`config.mk`:
```
export PLATFORM = sky130hd
export DESIGN_NAME = cpust_reg
export DESIGN_NICKNAME = d
export VERILOG_FILES = /design/src/hw/cpust_pkg.sv /design/src/hw/cpust_reg.sv
export SDC_FILE = /design/constraint.sdc
export NUM_CORES = 1
export LEC_CHECK = 0
export BUFFER_PORTS_ARGS = -buffer_cell sky130_fd_sc_hd__buf_2
export CORE_UTILIZATION = 50
export CTS_CLUSTER_SIZE = 16
export DETAILED_ROUTE_END_ITERATION = 8
export GPL_TIMING_DRIVEN = 0
export PLACE_DENSITY = 0.78
export SETUP_SLACK_MARGIN = 0.15
export SLEW_MARGIN = 5
export SYNTH_ARGS = -nofsm -noshare
export SYNTH_HDL_FRONTEND = slang
export SYNTH_SLANG_ARGS = --single-unit
```
`constraint.sdc`:
```
create_clock -name core_clk -period 5.6 [get_ports core_clk]
set_input_delay 0.28 -clock core_clk [delete_from_list [all_inputs] [get_ports core_clk]]
set_output_delay 0.28 -clock core_clk [all_outputs]
set_load 0.005 [all_outputs]
```
`src/hw/cpust_pkg.sv`:
```
// Package for the processor status and bank select register
package cpust_pkg;

   // ****************************************
   // Register map and field layout
   // ****************************************
   localparam logic [7:0] CPUST_STATUS_OFS   = 8'h03;
   localparam logic [7:0] CPUST_EVENT_OFS    = 8'h04;
   localparam int         CPUST_BIT_IBANK    = 7;
   localparam int         CPUST_BIT_DBANK_HI = 6;
   localparam int         CPUST_BIT_DBANK_LO = 5;
   localparam int         CPUST_BIT_WDT_N    = 4;
   localparam int         CPUST_BIT_SLEEP_N  = 3;
   localparam int         CPUST_BIT_ZERO     = 2;
   localparam int         CPUST_BIT_NCARRY   = 1;
   localparam int         CPUST_BIT_CARRY    = 0;
   localparam logic [7:0] CPUST_RESET_VAL    = 8'h18;
   localparam logic [7:0] CPUST_RO_MASK      = 8'h18;
   localparam logic [7:0] CPUST_ARITH_MASK   = 8'h07;

   // ****************************************
   // Operation kinds and carriers
   // ****************************************
   typedef enum logic [3:0] {
      CPUST_OP_STORE,   // store_working_instr, plain write
      CPUST_OP_BITCLR,  // bit_clear_instr
      CPUST_OP_BITSET,  // bit_set_instr
      CPUST_OP_SWAP,    // nibble_swap_instr
      CPUST_OP_CLEAR,   // file_zero_instr
      CPUST_OP_ADD,
      CPUST_OP_SUB,
      CPUST_OP_LOGIC
   } cpust_op_e;

   typedef struct packed {
      logic       wdt_clear;
      logic       sleep;
      logic       wdt_timeout;
   } cpust_evt_s;

   typedef struct packed {
      logic       ibank;
      logic [1:0] dbank;
   } cpust_bank_s;

endpackage : cpust_pkg

```
`src/hw/cpust_reg.sv`:
```
// Processor status and bank select register with Avalon-MM access
`timescale 1ns/1ps
// Behaviour
// - Status register is an ordinary writable location
// - Flag-updating ops override written arithmetic flags
// - Writes to reset-cause flags are ignored
// - Clear op zeroes banks, sets zero flag
// - Bit, swap, store ops store value as written
// - Bits 6-5 select direct bank
// - Time-out flag set at power-up, clear-watchdog, sleep
// - Subtraction carries are inverted borrows
// - Reset: banks zero, cause flags one
//
// Write data [11:8] carries the operation kind, [7:0] the value or operand.
// Flag-updating ops use the stored value as first operand, data as second.
module cpust_reg
   import cpust_pkg::*;
(
   // Clock and reset
   input  wire logic                core_clk,
   input  wire logic                arst_n,
   // Avalon-MM slave
   input  wire logic [7:0]          address,
   input  wire logic                read,
   input  wire logic                write,
   input  wire logic [31:0]         writedata,
   output logic      [31:0]         readdata,
   output logic                     waitrequest,
   // Core events, asynchronous to the bus
   input  wire cpust_pkg::cpust_evt_s evt_in,
   // Bank selection to the address path
   output cpust_pkg::cpust_bank_s   bank_sel
);
   import cpust_pkg::*;

   // ****************************************
   // Event synchronisers and edge detect
   // ****************************************
   cpust_evt_s evt_s1, evt_s2, evt_s3;
   cpust_evt_s evt_pulse;

   always_ff @(posedge core_clk or negedge arst_n)
   begin
      if (!arst_n)
      begin
         evt_s1 <= '0;
         evt_s2 <= '0;
         evt_s3 <= '0;
      end
      else
      begin
         evt_s1 <= evt_in;
         evt_s2 <= evt_s1;
         evt_s3 <= evt_s2;
      end
   end

   assign evt_pulse = evt_s2 & ~evt_s3;

   // ****************************************
   // Bus handshake
   // ****************************************
   // One wait cycle per access keeps read data straight from a flop
   logic acc_done;
   logic hit_status;
   logic [7:0] status;

   assign hit_status = (address == CPUST_STATUS_OFS);

   always_ff @(posedge core_clk or negedge arst_n)
   begin
      if (!arst_n)
         acc_done <= 1'b0;
      else
         acc_done <= (read | write) & ~acc_done;
   end

   always_ff @(posedge core_clk or negedge arst_n)
   begin
      if (!arst_n)
         waitrequest <= 1'b1;
      else
         waitrequest <= ~((read | write) & ~acc_done);
   end

   logic wr_take;
   assign wr_take = write & acc_done & hit_status;

   always_ff @(posedge core_clk or negedge arst_n)
   begin
      if (!arst_n)
         readdata <= 32'h0000_0000;
      else if (read & ~acc_done)
         readdata <= hit_status ? {24'h00_0000, status} : 32'h0000_0000;
   end

   // ****************************************
   // Instruction result and flag merge
   // ****************************************
   cpust_op_e  op;
   logic [7:0] opnd;
   logic [7:0] result;
   logic [7:0] next_status;
   logic       upd_z, upd_c;
   logic [8:0] sum;
   logic [4:0] nsum;

   assign op   = cpust_op_e'(writedata[11:8]);
   assign opnd = writedata[7:0];

   always_comb
   begin
      upd_z  = 1'b0;
      upd_c  = 1'b0;
      sum    = 9'h000;
      nsum   = 5'h00;
      result = opnd;
      case (op)
         CPUST_OP_STORE:  result = opnd;
         CPUST_OP_BITCLR: result = status & ~opnd;
         CPUST_OP_BITSET: result = status | opnd;
         CPUST_OP_SWAP:   result = {status[3:0], status[7:4]};
         CPUST_OP_CLEAR:
         begin
            result = 8'h00;
            upd_z  = 1'b1;
         end
         CPUST_OP_ADD:
         begin
            sum    = {1'b0, status} + {1'b0, opnd};
            nsum   = {1'b0, status[3:0]} + {1'b0, opnd[3:0]};
            result = sum[7:0];
            upd_z  = 1'b1;
            upd_c  = 1'b1;
         end
         CPUST_OP_SUB:
         begin
            // Carry set means no borrow
            sum    = {1'b0, status} + {1'b0, ~opnd} + 9'h001;
            nsum   = {1'b0, status[3:0]} + {1'b0, ~opnd[3:0]} + 5'h01;
            result = sum[7:0];
            upd_z  = 1'b1;
            upd_c  = 1'b1;
         end
         CPUST_OP_LOGIC:
         begin
            result = status & opnd;
            upd_z  = 1'b1;
         end
         default: result = opnd;
      endcase

      next_status = status;
      if (wr_take)
      begin
         // Reset-cause bits never take written data
         next_status = (result & ~CPUST_RO_MASK) | (status & CPUST_RO_MASK);
         if (upd_z)
         begin
            // Flag ops block all three written flags; untouched ones hold
            next_status[CPUST_BIT_NCARRY] = status[CPUST_BIT_NCARRY];
            next_status[CPUST_BIT_CARRY]  = status[CPUST_BIT_CARRY];
            next_status[CPUST_BIT_ZERO]   = (result == 8'h00);
         end
         if (upd_c)
         begin
            next_status[CPUST_BIT_NCARRY] = nsum[4];
            next_status[CPUST_BIT_CARRY]  = sum[8];
         end
      end
      // Hardware events win over any write
      if (evt_pulse.wdt_clear)
      begin
         next_status[CPUST_BIT_WDT_N]   = 1'b1;
         next_status[CPUST_BIT_SLEEP_N] = 1'b1;
      end
      if (evt_pulse.sleep)
      begin
         next_status[CPUST_BIT_WDT_N]   = 1'b1;
         next_status[CPUST_BIT_SLEEP_N] = 1'b0;
      end
      if (evt_pulse.wdt_timeout)
         next_status[CPUST_BIT_WDT_N]   = 1'b0;
   end

   always_ff @(posedge core_clk or negedge arst_n)
   begin
      if (!arst_n)
         status <= CPUST_RESET_VAL;
      else
         status <= next_status;
   end

   // ****************************************
   // Bank select outputs
   // ****************************************
   always_ff @(posedge core_clk or negedge arst_n)
   begin
      if (!arst_n)
         bank_sel <= '0;
      else
      begin
         bank_sel.ibank <= next_status[CPUST_BIT_IBANK];
         bank_sel.dbank <= next_status[CPUST_BIT_DBANK_HI:CPUST_BIT_DBANK_LO];
      end
   end

   // ****************************************
   // Checks
   // ****************************************
   cause_ro_a: assert property (@(posedge core_clk) disable iff (!arst_n)
      wr_take && !(|evt_pulse) |=> status[4:3] == $past(status[4:3]))
      else $error("reset-cause bits changed by a write");

   clear_op_a: assert property (@(posedge core_clk) disable iff (!arst_n)
      wr_take && op == CPUST_OP_CLEAR |=> status[7:5] == 3'b000 && status[2])
      else $error("clear op did not zero banks and set zero");

   store_op_a: assert property (@(posedge core_clk) disable iff (!arst_n)
      wr_take && op == CPUST_OP_STORE |=>
      (status & ~CPUST_RO_MASK) == ($past(opnd) & ~CPUST_RO_MASK))
      else $error("store op not kept as written");

   bank_out_a: assert property (@(posedge core_clk) disable iff (!arst_n)
      bank_sel == {status[7], status[6:5]})
      else $error("bank select disagrees with register");

   sleep_evt_a: assert property (@(posedge core_clk) disable iff (!arst_n)
      evt_pulse.sleep && !evt_pulse.wdt_timeout |=> status[4] && !status[3])
      else $error("sleep event flags wrong");

   wdt_exp_a: assert property (@(posedge core_clk) disable iff (!arst_n)
      evt_pulse.wdt_timeout |=> !status[4])
      else $error("watchdog expiry did not clear time-out");

   add_flag_a: assert property (@(posedge core_clk) disable iff (!arst_n)
      wr_take && op == CPUST_OP_ADD |=>
      status[0] == (({1'b0, $past(status)} + {1'b0, $past(opnd)}) > 9'h0FF))
      else $error("add carry wrong");

   sub_flag_a: assert property (@(posedge core_clk) disable iff (!arst_n)
      wr_take && op == CPUST_OP_SUB |=> status[0] == ($past(status) >= $past(opnd)))
      else $error("subtract borrow sense wrong");

   flag_hold_a: assert property (@(posedge core_clk) disable iff (!arst_n)
      wr_take && (op == CPUST_OP_CLEAR || op == CPUST_OP_LOGIC) |=>
      status[1:0] == $past(status[1:0]))
      else $error("zero-only op changed carry flags");

   bus_wait_a: assert property (@(posedge core_clk) disable iff (!arst_n)
      $rose(read | write) |-> ##1 !waitrequest)
      else $error("bus answer not after one wait cycle");

endmodule : cpust_reg

```
# After elaboration in Yosys (flattened, before gate mapping)
# Cells that the tools add are included.
# op_classes
add_sub_neg	6
n_mul	0
div_mod_pow	0
magnitude_cmp	0
eq_ne	9
shift	0
n_mux	12
n_bitwise	15
n_reduce_logical	6
# ops
operator	n
$pmux 8 s7	1
$add 8x8->9	2
$pmux 9 s2	1
$and 8x8->8	2
$eq 4x3->1 const B	4
$mux 8	2
$add 4x4->5	2
$pmux 5 s2	1
$add 9x1->9 const B	1
$eq 4x2->1 const B	2
$eq 8x2->1 const B	1
$logic_not 8->1	1
$not 8->8	1
$or 8x5->8	1
$or 8x8->8	1
$mux 2	3
$add 5x1->5 const B	1
$and 1x1->1	4
$eq 4x1->1 const B	1
$not 4->4	1
$reduce_bool 4->1	1
$reduce_or 4->1	1
$and 3x3->3	1
$mux 1	3
8 further kinds	9
# word_totals
regBits	54
latch_bits	0
mem_bits_rw	0
romBits	0
out_inout_bits	36
elab_cells	67
n_memories	0

# Longest topological paths before layout
# depth
word_depth	11
mapped_depth	10

# Worst setup path before layout
# No wires, ideal clock.
# synth_path
path_type	flip-flop to flip-flop
from	reg status[3]
to	reg status[2]
arrival_time_ns	2.436
slack_ns	3.072
path_stages_with_launch	10
path_cell_list	dfstp_2 inv_1 ha_1 inv_1 a221oi_1 xnor2_1 o21ai_0 o211ai_1 or4_1 o31ai_2
# synth_via
elab_chain_cells	5
# synth_rtl
element	line_no	text
start, declared	cpust_reg.sv:66	logic [7:0] status;
start signal, assigned	cpust_reg.sv:191	status <= next_status;
$add 8x8->9	cpust_reg.sv:139	sum = {1'b0, status} + {1'b0, ~opnd} + 9'h001;
$add 9x1->9	cpust_reg.sv:139	
$pmux 8 s7 (*)	cpust_reg.sv:118	case (op)
$logic_not 8->1 (*)	cpust_reg.sv:163	next_status[CPUST_BIT_ZERO] = (result == 8'h00);
$mux 3 (*)	cpust_reg.sv:158	if (upd_z)
# Mark *: on every way between the ends. The rest lies on a longest branch, timed or not. The select of a mux whose other input is x is not followed.
# A chain may end at the register's enable or synchronous reset.

# Worst setup path after layout
# layout_path
from	reg status[0]
to	reg status[2]
# layout_via
elab_chain_cells	5
# layout_rtl
element	line_no
$add 8x8->9	cpust_reg.sv:139
$add 9x1->9	cpust_reg.sv:139
$pmux 8 s7 (*)	cpust_reg.sv:118
$logic_not 8->1 / $or 8x5->8 (equally long branches)	cpust_reg.sv:163, cpust_reg.sv:157
$mux 3 (*)	cpust_reg.sv:158
# Marks and branches as above.

==> results.yml <==
die:
  die_y_um: 71.7
  design.die.area_um2: 5140
  coreArea_um2: 4500
  initial_core_util_pct: 53.9
  die_w_um: 71.7
  core.rowCount: 24
  io_pins: 83
yosys:
  synth_cell_type_count: 57
  syn-cell-area_um2: 2430
  synthFlopType: "dfrtp_1"
  synth_area_leader_cell: "dfrtp_1"
  netlist_instances: 277
  synth.area.top_cells: "dfrtp_1, ha_1, buf_4"
  synth.ff_latch_count: 27
  yosysTopAreaCellShare_pct: 24.7
  synth_enable_flop_cells: 0
  postSynth.asyncResetShare_pct: 100
  yosysMostFrequentCell: "buf_4"
  synthTopCellsByCount: "buf_4, inv_1, ha_1"
  yosysWarnings: 0
  synth-seq-area-share_pct: 28.0
  avgSynthCellArea_um2: 8.77
clocking:
  worstSkewPairLatency_ns: 0.26
  cts_buffer_depth: 2
  clkSinkCount: 27
  root_buffer: "clkbuf_8"
  cts_resized: 0
  postCtsSetupBuffers: 0
  numCtsBuffers: 3
  cts_tree: "yes"
  cts_max_level: 1
  clk_pin_slew_ns: 0.08
  cts_hold_buf: 0
global_routing:
  grt_max_degree: 28
  antenna_found_initial: 0
  met3_usage_pct: 2.67
  grt_pass1_vias: 2032
  use_met1_pct: 30.9
  grt_pass1_wl_um: 9180
  grt_use_met2_pct: 37.5
  busiest_layer: "met2"
  grt.overflow.total: 0
  track_usage_pct: 22.3
timing:
  slew_violations: 0
  fin_ws_ns: 2.70
  timing.hold.ws_ns: -0.00299
  finalCriticalPeriod_ns: 2.90
  max-slew-margin-rel_pct: 20.2
  grt_setup_unrepaired: "no"
  fin_tns_setup_ns: 0
  timing.fmax_ghz: 0.345
  setup_viol: 0
  skew_ns: 0.00383
  hold_viol_final: 1
  tightest_slew_ns: 1.19
  fin_crit_sh_pct: 51.7
pwr:
  power_density_nw_per_um2: 167
  p_leak_uw: 0.00141
  combPwrFrac_pct: 31.6
  power_frac_seq_pct: 46.0
  swShare_pct: 31.2
  p_switching_uw: 147
  p_clk_share_pct: 22.4
  vdd_ir_drop_max_uv: 172
  intPower_uw: 323
detailed_routing:
  vias_per_cell: 5.55
  drtIter0Drc: 204
  wl_um: 5520
  routed-via-count: 2177
  drtAntennaViolNets: 0
  post_drt_wl_per_cell_um: 14.1
  dr.pass1.iters: 4
  drc: 0
cells_and_area:
  antenna-diode-count: 0
  nNetsFinal: 415
  design_area_um2: 2810
  layout-drive-gt1-share_pct: 24.7
  post_layout_nonfiller_instances: 392
  final_util_pct: 62.3
  syn2layout_area_growth_pct: 15.5
setup_path:
  startpoint_type: "register"
  endpoint_kind: "register"
  crit_type: "register to register"
  cp.arrival_ns: 3.08
  critPathMaxFanout: 5
  required_ns: 5.78
placed_design:
  dp_hpwl_um: 4500
  pre_cts_ws_ns: 2.74
  placed_cell_area_um2: 2760
  dp.cells: 388
  gp_congestion: 0.952
  port_buffers: 36
job:
  drv_cap: 0
min_path:
  holdCritPathClass: "input pin to async pin"
status:
  status: "finished with violations"
  violations: "hold timing"
-- power by group through the flow --
stage	clock network, uW	logic, uW	registers, uW
after floorplan	0	109	215
after global placement	0	144	219
after detailed placement	0	146	219
after CTS	109	147	216
after global routing	118	166	217
final	105	148	216
-- worst paths after layout --
check	start	to	slack, ns	cells past startpoint
max	status[0]	status[2]	2.70	10
min	arst_n	acc_done	-0.003	1
max reg2reg	status[0]	status[2]	2.70	10
min reg2reg	evt_s1[0]	evt_s2[0]	0.36	0
max in group asynchronous	arst_n	status[3]	5.22	1
min in group core_clk	evt_in[2]	evt_s1[2]	0.12	1
-- stage by stage --
| step | hold slack, ns | power [uW] |
|---|---|---|
| global placement | 0.297 | 363 |
| detailed placement | 0.308 | 366 |
| CTS | 0.0169 | 471 |
| floorplan | -0.0156 | 324 |
| global route | 0.0351 | 501 |
| finish | -0.00299 | 469 |
-- kinds of logic after synthesis --
logic type,synth area share (%)
flops,28.0
xor+xnor,2.52
compound gates,24.7
buf+inv,14.5
mux,0.927
fa+ha+maj,14.5
other cells,0.154
simple gates,14.7
-- worst max-delay path: stages (launching register included) --
cell and delay (ns):
dfrtp_1 0.46, inv_1 0.13, ha_1 0.17, inv_1 0.06
fa_1 0.41, a22oi_1 0.19, nor3_1 0.07, nor4_1 0.47
o211ai_1 0.15, or4_1 0.52, o31ai_2 0.19
-- registers in the layout, summed over array words and instances, names as in the netlist --
| register | count |
|---|---|
| readdata | 8 |
| status | 7 |
| evt_s1 | 3 |
| evt_s2 | 3 |
| evt_s3 | 3 |
| acc_done | 1 |
| bank_sel | 1 |
| waitrequest | 1 |
-- cell usage in the layout, fill, tap and decap left out, types with 4 or more instances in the layout --
| cell | netlist | final |
|---|---|---|
| a211oi_1 | 4 | 4 |
| a21oi_1 | 17 | 17 |
| a22o_1 | 8 | 8 |
| a31oi_1 | 4 | 4 |
| buf_2 | 2 | 38 |
| buf_4 | 27 | 27 |
| clkbuf_1 | 5 | 6 |
| conb_1 | 1 | 24 |
| dfrtp_1 | 24 | 24 |
| ha_1 | 25 | 25 |
| inv_1 | 26 | 26 |
| nand2_1 | 11 | 11 |
| nand2b_1 | 5 | 5 |
| nor2_1 | 14 | 14 |
| nor2b_1 | 7 | 7 |
| nor3_1 | 7 | 7 |
| o211ai_1 | 7 | 7 |
| o21ai_0 | 13 | 13 |
| o22ai_1 | 4 | 4 |
| or2_2 | 4 | 4 |
| or3_1 | 4 | 4 |
| xnor2_1 | 6 | 6 |
-- layout make-up --
cell class	instances	area [um^2]
Buffer	36	254
Tap cell	52	65.1
Sequential cell	27	679
Clock buffer	4	45.0
Timing Repair Buffer	36	180
Inverter	26	97.6
Multi-Input combinational cell	211	1480
Fill cell	419	1700
-- routing by layer --
metal	wire length (um)	vias to the layer above	share of wire [%]
li1	-	1059	-
met3	408	9	7.4
met2	2590	97	47
met1	2430	1012	44
met5	0	-	0
met4	93	0	1.7
Note: power is estimated with default switching activity, not from simulation.
